<file path="config.mk">
export PLATFORM = sky130hd
export DESIGN_NAME = dmr_mode_regs
export DESIGN_NICKNAME = d
export VERILOG_FILES = /design/src/dmr_pkg.sv /design/src/dmr_mode_regs.sv
export SDC_FILE = /design/constraint.sdc
export NUM_CORES = 1
export LEC_CHECK = 0
export BUFFER_PORTS_ARGS = -buffer_cell sky130_fd_sc_hd__buf_2
export CORE_MARGIN = 2
export CORE_UTILIZATION = 55
export CTS_CLUSTER_SIZE = 28
export DETAILED_ROUTE_END_ITERATION = 16
export GPL_ROUTABILITY_DRIVEN = 0
export MAX_ROUTING_LAYER = met4
export PLACE_DENSITY = 0.77
export SYNTH_ARGS = -nofsm -noshare
export SYNTH_HDL_FRONTEND = slang
export SYNTH_SLANG_ARGS = --single-unit
</file>
<file path="constraint.sdc">
create_clock -name clk -period 2.8 [get_ports clk]
set_input_delay 0.28 -clock clk [delete_from_list [all_inputs] [get_ports clk]]
set_output_delay 0.28 -clock clk [all_outputs]
set_load 0.005 [all_outputs]
</file>
<file path="src/dmr_pkg.sv">
/*
  Shared constants and types for the mode register zero/one block.
  Assumes a 200 MHz core clock; all other encodings but the recovery cycle lookup live here.
*/
package dmr_pkg;

  // mode register addresses on the command operands
  localparam logic [5:0] MR_ADDR_STATUS = 6'h00;
  localparam logic [5:0] MR_ADDR_CONFIG = 6'h01;

  // register zero field positions
  localparam int unsigned MR0_REFRESH_BIT = 0;
  localparam int unsigned MR0_LATENCY_BIT = 1;
  localparam int unsigned MR0_SELFTEST_LO = 3;
  localparam int unsigned MR0_TERM_BIT = 7;

  // self-test result codes
  localparam logic [1:0] ZQ_NOT_SUPPORTED = 2'h0;
  localparam logic [1:0] ZQ_GND_OR_FLOAT = 2'h1;
  localparam logic [1:0] ZQ_SHORT_IO = 2'h2;
  localparam logic [1:0] ZQ_RESISTOR_OK = 2'h3;

  // burst length codes
  localparam logic [1:0] BURST_FIXED_16 = 2'h0;
  localparam logic [1:0] BURST_FIXED_32 = 2'h1;
  localparam logic [1:0] BURST_ON_THE_FLY = 2'h2;

  // register one after reset: defaults, write preamble of two clocks
  localparam logic [7:0] MR1_RESET = 8'h04;

  // calibration latch time and its cycle count, rounded up
  localparam int unsigned CLK_PERIOD_PS = 5000;
  localparam int unsigned CAL_LATCH_NS = 30;
  localparam int unsigned CAL_LATCH_CYC = (CAL_LATCH_NS * 1000 + CLK_PERIOD_PS - 1) / CLK_PERIOD_PS;
  localparam int unsigned CAL_CNT_W = 8;

  // register one layout, msb first as on the operands
  typedef struct packed {
    logic read_postamble_len;
    logic [2:0] write_recovery_cycles;
    logic rd_preamble_toggle;
    logic wr_preamble_long;
    logic [1:0] burst_len_select;
  } dmr_mr1_type;

  // command decoded outside, presented on the link clock
  typedef struct packed {
    logic mrw;
    logic mrr;
    logic cal_start;
    logic cal_latch;
    logic [5:0] addr;
    logic [7:0] op;
  } dmr_cmd_type;

  // self-test sequence, gray along the usual path
  typedef enum logic [1:0] {
    CAL_IDLE = 2'b00,
    CAL_STARTED = 2'b01,
    CAL_LATCHING = 2'b11,
    CAL_DONE = 2'b10
  } dmr_cal_state_type;

endpackage

</file>
<file path="src/dmr_mode_regs.sv">
/*
  Mode registers zero and one of one DRAM channel, with two set-point
  copies of register one and the calibration-pin self-test sequencer.
  Assumes the command decoder outside presents decoded commands that are
  stable around the rising edge of the slow link clock; all pins but rst_b are
  asynchronous to clk and are synchronised here.
*/
// Summary of operation
// - registers reached only by mode read/write commands
// - bits 4:3 of register zero report self-test
// - self-test valid after start, latch, latch time
// - reset clears stored self-test result
// - calibration pin tied to ground reads 01
// - assembly error: factory trim, ignore calibration commands
// - bit 7 of register zero shows termination
// - bits 1:0 of register one select burst length
// - bit 3 selects static or toggling read preamble
// - bit 7 selects 0.5 or 1.5 clock postamble
// - write-only bits 6:4 give write recovery cycles
// - read/write access the write-select set-point copy
// - device operates from the operate-select copy
// - inactive copy ignored, rewritable without disturbance
`timescale 1ns/1ps
module dmr_mode_regs #(
  parameter bit SELFTEST_SUPPORTED = 1'b1,
  parameter bit MODIFIED_REFRESH_ONLY = 1'b0
) (
  input wire logic clk, // core clock, 200 MHz
  input wire logic rst_b, // synchronous reset, active low
  input wire logic link_ck, // command clock from the controller
  input wire dmr_pkg::dmr_cmd_type link_cmd, // decoded command, link domain
  input wire logic setpoint_write_select, // write-select bit of register thirteen
  input wire logic setpoint_operate_select, // operate-select bit of register thirteen
  input wire logic [1:0] zq_sense, // analog sense code of calibration pin
  input wire logic ca_termination_pad, // termination pad status
  output logic [7:0] mrr_data_r, // mode register read data
  output logic mrr_valid_r, // one-cycle pulse with read data
  output logic [1:0] burst_len_select_r, // operating burst length code
  output logic rd_preamble_toggle_r, // operating read preamble type
  output logic wr_preamble_long_r, // operating write preamble
  output logic read_postamble_len_r, // operating postamble, 1 = 1.5 clocks
  output logic [5:0] write_recovery_cycles_r, // operating recovery count
  output logic factory_trim_r, // drive impedance uses factory trim
  output logic selftest_valid_r // self-test result is valid
);

  localparam int unsigned PIN_W = $bits(dmr_pkg::dmr_cmd_type) + 6;

  // synchroniser: first stage read only by the second
  logic [PIN_W-1:0] pin_raw;
  logic [PIN_W-1:0] pin_s1_r;
  logic [PIN_W-1:0] pin_s2_r;
  logic link_ck_d_r;

  assign pin_raw = {link_ck, link_cmd, setpoint_write_select, setpoint_operate_select,
                    zq_sense, ca_termination_pad};

  always_ff @(posedge clk) begin
    if (!rst_b) begin
      pin_s1_r <= '0;
      pin_s2_r <= '0;
      link_ck_d_r <= 1'b0;
    end else begin
      pin_s1_r <= pin_raw;
      pin_s2_r <= pin_s1_r;
      link_ck_d_r <= pin_s2_r[PIN_W-1];
    end
  end

  wire logic link_ck_s = pin_s2_r[PIN_W-1];
  wire dmr_pkg::dmr_cmd_type cmd_s = pin_s2_r[PIN_W-2:5];
  wire logic sp_wr_s = pin_s2_r[4];
  wire logic sp_op_s = pin_s2_r[3];
  wire logic [1:0] zq_code_s = pin_s2_r[2:1];
  wire logic ca_term_s = pin_s2_r[0];

  // commands sampled on the rising link edge; data travelled the same two stages
  wire logic link_rise = link_ck_s & ~link_ck_d_r;
  wire logic take_mrw = link_rise & cmd_s.mrw;
  wire logic take_mrr = link_rise & cmd_s.mrr;
  wire logic hit_status = cmd_s.addr == dmr_pkg::MR_ADDR_STATUS;
  wire logic hit_config = cmd_s.addr == dmr_pkg::MR_ADDR_CONFIG;

  // recovery cycle lookup
  function automatic logic [5:0] recovery_count(input logic [2:0] code);
    case (code)
      3'h0: recovery_count = 6'h06;
      3'h1: recovery_count = 6'h0A;
      3'h2: recovery_count = 6'h10;
      3'h3: recovery_count = 6'h14;
      3'h4: recovery_count = 6'h18;
      3'h5: recovery_count = 6'h1E;
      3'h6: recovery_count = 6'h22;
      default: recovery_count = 6'h28;
    endcase
  endfunction

  // two set-point copies of register one
  dmr_pkg::dmr_mr1_type cfg_r [2];
  genvar g;
  generate
    for (g = 0; g < 2; g++) begin : g_setpoint
      wire logic wr_this = take_mrw & hit_config & (sp_wr_s == 1'(g));
      always_ff @(posedge clk) begin
        if (!rst_b) begin
          cfg_r[g] <= dmr_pkg::MR1_RESET;
        end else if (wr_this) begin
          cfg_r[g] <= cmd_s.op;
        end
      end
    end
  endgenerate

  wire dmr_pkg::dmr_mr1_type cfg_wr_sel = cfg_r[sp_wr_s];
  wire dmr_pkg::dmr_mr1_type cfg_op_sel = cfg_r[sp_op_s];

  // self-test sequencer
  dmr_pkg::dmr_cal_state_type st_r;
  dmr_pkg::dmr_cal_state_type st_nxt;
  logic [dmr_pkg::CAL_CNT_W-1:0] cnt_r;
  logic [dmr_pkg::CAL_CNT_W-1:0] cnt_nxt;
  logic [1:0] selftest_r;
  logic [1:0] selftest_nxt;
  logic factory_trim_nxt;

  // calibration commands are dropped once factory trim has taken over
  wire logic cal_start_ok = link_rise & cmd_s.cal_start & ~factory_trim_r;
  wire logic cal_latch_ok = link_rise & cmd_s.cal_latch & ~factory_trim_r;
  wire logic latch_done = cnt_r == dmr_pkg::CAL_CNT_W'(dmr_pkg::CAL_LATCH_CYC - 1);
  wire logic [1:0] measured = SELFTEST_SUPPORTED ? zq_code_s : dmr_pkg::ZQ_NOT_SUPPORTED;
  wire logic assembly_err = (measured == dmr_pkg::ZQ_GND_OR_FLOAT) |
                            (measured == dmr_pkg::ZQ_SHORT_IO);

  always_comb begin
    st_nxt = st_r;
    cnt_nxt = cnt_r;
    selftest_nxt = selftest_r;
    factory_trim_nxt = factory_trim_r;
    case (st_r)
      dmr_pkg::CAL_IDLE, dmr_pkg::CAL_DONE: begin
        if (cal_start_ok) begin
          st_nxt = dmr_pkg::CAL_STARTED;
        end
      end
      dmr_pkg::CAL_STARTED: begin
        if (cal_latch_ok) begin
          st_nxt = dmr_pkg::CAL_LATCHING;
          cnt_nxt = '0;
        end
      end
      dmr_pkg::CAL_LATCHING: begin
        cnt_nxt = cnt_r + 1'b1;
        if (latch_done) begin
          st_nxt = dmr_pkg::CAL_DONE;
          selftest_nxt = measured;
          factory_trim_nxt = assembly_err;
        end
      end
      default: begin
        st_nxt = dmr_pkg::CAL_IDLE;
      end
    endcase
  end

  always_ff @(posedge clk) begin
    if (!rst_b) begin
      st_r <= dmr_pkg::CAL_IDLE;
      cnt_r <= '0;
      selftest_r <= dmr_pkg::ZQ_NOT_SUPPORTED;
      factory_trim_r <= 1'b0;
    end else begin
      st_r <= st_nxt;
      cnt_r <= cnt_nxt;
      selftest_r <= selftest_nxt;
      factory_trim_r <= factory_trim_nxt;
    end
  end

  // read data; recovery bits are write-only and read as zero
  logic [7:0] status_word;
  always_comb begin
    status_word = 8'h00;
    status_word[dmr_pkg::MR0_REFRESH_BIT] = MODIFIED_REFRESH_ONLY;
    status_word[dmr_pkg::MR0_LATENCY_BIT] = 1'b0;
    status_word[dmr_pkg::MR0_SELFTEST_LO +: 2] = selftest_r;
    status_word[dmr_pkg::MR0_TERM_BIT] = ca_term_s;
  end

  wire logic [7:0] config_word = {cfg_wr_sel.read_postamble_len, 3'h0,
                                  cfg_wr_sel.rd_preamble_toggle, cfg_wr_sel.wr_preamble_long,
                                  cfg_wr_sel.burst_len_select};
  wire logic read_hit = take_mrr & (hit_status | hit_config);
  wire logic [7:0] read_word = hit_status ? status_word : config_word;

  always_ff @(posedge clk) begin
    if (!rst_b) begin
      mrr_data_r <= 8'h00;
      mrr_valid_r <= 1'b0;
    end else begin
      mrr_valid_r <= read_hit;
      if (read_hit) begin
        mrr_data_r <= read_word;
      end
    end
  end

  // operating fields follow only the active copy
  always_ff @(posedge clk) begin
    if (!rst_b) begin
      burst_len_select_r <= dmr_pkg::BURST_FIXED_16;
      rd_preamble_toggle_r <= 1'b0;
      wr_preamble_long_r <= 1'b1;
      read_postamble_len_r <= 1'b0;
      write_recovery_cycles_r <= 6'h06;
      selftest_valid_r <= 1'b0;
    end else begin
      burst_len_select_r <= cfg_op_sel.burst_len_select;
      rd_preamble_toggle_r <= cfg_op_sel.rd_preamble_toggle;
      wr_preamble_long_r <= cfg_op_sel.wr_preamble_long;
      read_postamble_len_r <= cfg_op_sel.read_postamble_len;
      write_recovery_cycles_r <= recovery_count(cfg_op_sel.write_recovery_cycles);
      selftest_valid_r <= st_nxt == dmr_pkg::CAL_DONE;
    end
  end

  // checks
  AST_UNMAPPED_SILENT: assert property (@(posedge clk) disable iff (!rst_b)
    (take_mrr && !hit_status && !hit_config) |=> !mrr_valid_r)
    else $error("read of unmapped register answered");

  AST_STATUS_SELFTEST: assert property (@(posedge clk) disable iff (!rst_b)
    (take_mrr && hit_status) |=> (mrr_valid_r && mrr_data_r[4:3] == $past(selftest_r)))
    else $error("self-test field wrong in status read");

  AST_RESULT_ONLY_DONE: assert property (@(posedge clk) disable iff (!rst_b)
    !$stable(selftest_r) |-> ($past(st_r) == dmr_pkg::CAL_LATCHING && $past(latch_done)))
    else $error("self-test result changed outside latch completion");

  AST_LATCH_WAIT: assert property (@(posedge clk) disable iff (!rst_b)
    $rose(st_r == dmr_pkg::CAL_LATCHING) |-> (st_r == dmr_pkg::CAL_LATCHING) [*6])
    else $error("latch time cut short");

  AST_RESET_CLEARS: assert property (@(posedge clk) disable iff (!rst_b)
    $rose(rst_b) |-> (selftest_r == 2'h0 && !selftest_valid_r && !factory_trim_r))
    else $error("self-test result survived reset");

  AST_CODE_FROM_PIN: assert property (@(posedge clk) disable iff (!rst_b)
    (st_r == dmr_pkg::CAL_LATCHING && latch_done && SELFTEST_SUPPORTED)
      |=> selftest_r == $past(zq_code_s))
    else $error("self-test code not taken from pin sense");

  AST_TRIM_IGNORES_CAL: assert property (@(posedge clk) disable iff (!rst_b)
    (factory_trim_r && st_r == dmr_pkg::CAL_DONE) |=> st_r == dmr_pkg::CAL_DONE)
    else $error("calibration command accepted under factory trim");

  AST_TERM_BIT: assert property (@(posedge clk) disable iff (!rst_b)
    (take_mrr && hit_status) |=> mrr_data_r[7] == $past(ca_term_s))
    else $error("termination bit wrong");

  AST_WRITE_SEL_COPY: assert property (@(posedge clk) disable iff (!rst_b)
    (take_mrw && hit_config) |=> cfg_r[$past(sp_wr_s)] == $past(cmd_s.op))
    else $error("write missed the selected set point");

  AST_INACTIVE_QUIET: assert property (@(posedge clk) disable iff (!rst_b)
    (take_mrw && hit_config && sp_wr_s != sp_op_s && $stable(sp_op_s))
      ##1 $stable(sp_op_s) |=> $stable(burst_len_select_r) && $stable(write_recovery_cycles_r))
    else $error("inactive set-point write disturbed operation");

  AST_RECOVERY_DEFAULT: assert property (@(posedge clk) disable iff (!rst_b)
    (take_mrw && hit_config && sp_wr_s == sp_op_s && cmd_s.op[6:4] == 3'h0)
      ##1 (sp_op_s == $past(sp_op_s)) |=> write_recovery_cycles_r == 6'h06)
    else $error("recovery count for code zero not six");

  // link edges are at least six core cycles apart, so an answer never stretches
  AST_ANSWER_ONE_CYCLE: assert property (@(posedge clk) disable iff (!rst_b)
    mrr_valid_r |=> !mrr_valid_r)
    else $error("read answer stood longer than one cycle");

  AST_RECOVERY_READS_ZERO: assert property (@(posedge clk) disable iff (!rst_b)
    (take_mrr && hit_config) |=> (mrr_valid_r && mrr_data_r[6:4] == 3'h0))
    else $error("write-only recovery bits visible on read");

  AST_STATUS_READ_ONLY: assert property (@(posedge clk) disable iff (!rst_b)
    (take_mrw && hit_status && st_r != dmr_pkg::CAL_LATCHING) |=> $stable(selftest_r))
    else $error("write to status register changed self-test field");

  AST_START_DROPS_VALID: assert property (@(posedge clk) disable iff (!rst_b)
    (st_r == dmr_pkg::CAL_STARTED) |-> !selftest_valid_r)
    else $error("self-test valid while a new sequence runs");

  AST_TRIM_ON_ASSEMBLY_ERR: assert property (@(posedge clk) disable iff (!rst_b)
    $rose(factory_trim_r) |-> (selftest_r == dmr_pkg::ZQ_GND_OR_FLOAT
      || selftest_r == dmr_pkg::ZQ_SHORT_IO))
    else $error("factory trim taken without assembly error");

endmodule // dmr_mode_regs

</file>
=== Word level (Yosys, flattened, before mapping) ===
Memories as Yosys holds them, arrays and structs flattened. A register that Yosys moved wholly into a read port is not among the register bits.
Index checks and enable logic that the tools add are counted.

* Register bits: 83
* RAM bits: 16
* Bits of input ports: 26
* Output and inout bits: 22
* Logic and storage cells: 76
* Memories: 1

* $add $sub $neg: 1
* Equal/unequal tests: 15
* Muxes and demuxes: 19
* Bitwise gates (word level): 18
* Reductions and logical operators: 7

{| class="wikitable"
|+ Memories
! memory !! words !! bits a word !! read ports !! clocked after memory_dff !! write ports !! RTL line !! text
|-
| cfg_r || 2 || 8 || 2 || 2 || 2 || dmr_mode_regs.sv:99 || <nowiki>dmr_pkg::dmr_mr1_type cfg_r [2];</nowiki>
|}

{| class="wikitable"
|+ Operators with widths
! operator !! number
|-
| one-hot mux 6 bit (7 select lines) || 1
|-
| two-way mux 8 bit || 4
|-
| one-hot mux 8 bit (2 select lines) || 1
|-
| AND 1 bit || 11
|-
| equality test 3 bit, second input constant || 3
|-
| two-way mux 1 bit || 9
|-
| adder 8 x 1 -> 8 bit, second input constant || 1
|-
| equality test 2 bit, second input constant || 4
|-
| equality test 8 x 3 -> 1 bit, second input constant || 1
|-
| equality test 3 x 2 -> 1 bit, second input constant || 2
|-
| equality test 6 x 1 -> 1 bit, second input constant || 1
|-
| logical NOT 6 bit || 1
|-
| two-way mux 2 bit || 3
|-
| one-hot mux 2 bit (3 select lines) || 1
|-
| equality test 2 x 1 -> 1 bit, second input constant || 2
|-
| bitwise OR 1 bit || 4
|-
| AND reduction 2 bit || 2
|-
| equality test 3 x 1 -> 1 bit, second input constant || 1
|-
| logical NOT 3 bit || 1
|-
| NOT 1 bit || 3
|-
| logical NOT 2 bit || 1
|-
| != test 2 bit, second input constant || 1
|-
| nonzero test 2 bit || 1
|-
| OR reduction 2 bit || 1
|}

=== Logic depth before layout (Yosys ltp) ===
* Depth in word-level cells: 9
* Depth in mapped cells: 6

=== Worst setup path after synthesis ===
OpenSTA, ideal clock, no wires.

* Kind: register to register
* Start: register link_ck_d_r
* End: memory cfg_r[0][0] (netlist name) (enable)
* Data arrival time: 1.865 ns
* Data required time: 2.416 ns
* Slack: 0.551 ns
* Stages on the path, launching flop included: 4
* Path buffers: 0
* Path through: dfxtp_1 or4b_4 or3_1 o21ai_0

{| class="wikitable"
|+ RTL lines
! item !! RTL line !! text
|-
| start: declaration || dmr_mode_regs.sv:53 || <nowiki>logic link_ck_d_r;</nowiki>
|-
| start signal: assignment || dmr_mode_regs.sv:66 || <nowiki>link_ck_d_r <= pin_s2_r[PIN_W-1];</nowiki>
|-
| end: declaration || dmr_mode_regs.sv:99 ||
|}

==> impl_metrics.ini <==
[clock_tree]
tritoncts = built
cts-root-buf = clkbuf_8
clk_path_buf_depth = 2
clk_transition_reported_paths_ns = 0.09
ctsResizeCount = 0
cts_buffers = 9
cts-htree-levels = 3
postCtsSetupBuffers = 0
cts_sinks = 97
clkLatencyLatePin_ns = 0.36
cts.hold.buffers_added = 0

[finish]
drive_gt1_frac = 0.205
area_growth_pct = 14.8
num_antenna_cells = 0
post-route-cell-area_sq_um = 4030
instances_no_fill = 443
utilization = 0.642
num-nets-final = 389

[floorplan]
die_w_microns = 83.9
dieArea_sq_um = 7040
coreArea_sq_um = 6280
start_util = 0.559
ios = 48
floorplan.rows = 29
die_h_microns = 83.9

[drt]
vias = 2254
drt-total-wl_microns = 5460
drc = 0
ant_nets = 0
dr.pass1.iters = 4
wire_per_inst_microns = 12.3
drt_iter0_drc = 145
viasPerCell = 5.09

[synth]
synth_top_area_share = 0.462
ys_seq_area_frac = 0.599
synth-compound-area-share = 0.0699
synthesis.area_sq_um = 3510
ys_async_sr_fraction = 0
netlist_instances = 317
yosysMostFrequentCell = dfxtp_1
yosysUniqueCellTypes = 50
synth-simple-area-share = 0.225
synth-xor-area-share = 0.00499
synth_top_family_by_area = simple AND/OR/NAND/NOR gates
yosys_warnings = 0
synth_area_leaders = dfxtp_1 46%, edfxtp_1 14%, and2_1 9.4%
synth_edf_count = 16
ys_ff_latch = 97
synth-adder-area-share = 0.00713
synthMuxAreaShare = 0.0531
synthFlopType = dfxtp_1
syn_area_per_cell_sq_um = 11.1
synth_commonest_cells = 81 x dfxtp_1, 53 x and2_1, 18 x nand2_1, 18 x nor3_1, 16 x edfxtp_1
yosysTopAreaCell = dfxtp_1

[placed_design]
place_area_sq_um = 3770
place_ws_ns = 0.714
dp.cells = 427
port_buffers = 44
dp_hpwl_microns = 3810

[global_route]
grt_pass1_vias = 1939
grt_usage = 0.164
gr-total-overflow = 0
antenna_found_initial = 0
grt_pass1_wl_microns = 8900
grt_max_degree = 79

[sta]
fin_crit_ns = 2.11
drv_slew = 0
fin_crit_sh = 0.753
holdWs_ns = 0.125
max_freq_ghz = 0.474
finalSetupViolations = 0
rsz0062_at_grt = no
maxSlewHeadroom = 0.520
tns_ns = 0
tightest_slew_ns = 0.718
finalHoldViolCount = 0
clock-skew-final_ns = 0.0147
finalWorstSetupSlack_ns = 0.691

[run]
maxCapViolations = 0

[pwr]
cellLeakagePower_nw = 1.58
ir_drop_uv = 490
power_mw = 2.68
power.density_nw_per_um2 = 666

[worst_setup_path]
critical_path_class = flip-flop to flip-flop
path_max_fanout = 16
critPathRequiredTime_ns = 2.90
start_kind = flip-flop
arrival_ns = 2.21
critical_path.endpoint_type = flip-flop

[outcome]
status = finished clean

[min_path]
hold_path.class = primary input to flip-flop
-- worst max-delay path: stages, from the launching register on --
cell     delay, ns
dfxtp_1       0.35
or4b_4        0.57
or4_4         0.60
or3_1         0.34
-- area by class of cell --
class                      count  area (sq um)
clock buffer                  12           178
clock inverter                 4          77.6
fill                         515          2250
inverter                      13          48.8
multi-input combinational    192          1280
sequential                    97          2100
tap                           77          96.3
timing repair buffer          48           250
-- power by group --
group | internal, mW | switching, mW
registers | 1.46 | 0.0212
logic | 0.0571 | 0.0592
clock network | 0.618 | 0.464
-- path summary, 6_finish.rpt --
check                                   from      endpoint  slack (ns)  cells after the start
worst max register to register   link_ck_d_r   cfg_r[1][2]        0.69                      3
worst min-delay path            link_cmd[15]  pin_s1_r[20]        0.12                      2
worst min register to register  pin_s1_r[13]  pin_s2_r[13]        0.43                      1
worst max-delay path             link_ck_d_r   cfg_r[1][2]        0.69                      3
-- metal layers --
metal | up-vias | GRT usage | part of all wire
met5 | - | - | 0
met4 | 0 | 0.0616 | 0.012
met3 | 6 | 0.0485 | 0.056
met2 | 60 | 0.240 | 0.44
met1 | 1007 | 0.216 | 0.49
li1 | 1181 | - | -
-- cell usage in the layout (no fill, tap or decap), types with 2 or more instances in the layout --
cell type / count
dfxtp_1: 81
a21boi_0: 2
ha_1: 2
o31ai_1: 4
or3_1: 6
clkbuf_16: 2
and2_1: 53
mux2i_1: 13
inv_6: 2
buf_4: 4
o21a_1: 4
nor2_1: 8
o22ai_1: 4
nor2b_1: 3
nor4b_2: 2
conb_1: 3
nand2_1: 18
nand4_1: 5
a221oi_1: 2
a21oi_1: 7
o21ai_0: 5
and4_1: 3
nor3_1: 18
bufinv_16: 2
o2111ai_1: 2
clkbuf_8: 9
edfxtp_1: 16
buf_2: 44
and3_1: 3
inv_1: 12
mux2_2: 5
-- flip-flops by register name, indices dropped and copies added, names as in the netlist, named ones only --
register and count:
pin_s1_r 24, pin_s2_r 23, cfg_r 16, cnt_r 8, mrr_data_r 6, write_recovery_cycles_r 5, burst_len_select_r 2, selftest_r 2
st_r 2, factory_trim_r 1, link_ck_d_r 1, mrr_valid_r 1, rd_preamble_toggle_r 1, read_postamble_len_r 1, selftest_valid_r 1, wr_preamble_long_r 1
-- cells by family (layout without fill, tap and decap cells) --
kind of cell / count (synthesis) / in the layout
fa+ha+maj: 2 / 2
mux: 18 / 18
xor+xnor: 2 / 2
compound gates: 36 / 36
flops: 97 / 97
simple gates: 131 / 131
other cells: 1 / 3
buf+inv: 30 / 77
No activity file was read; power rests on OpenSTA's default activity.
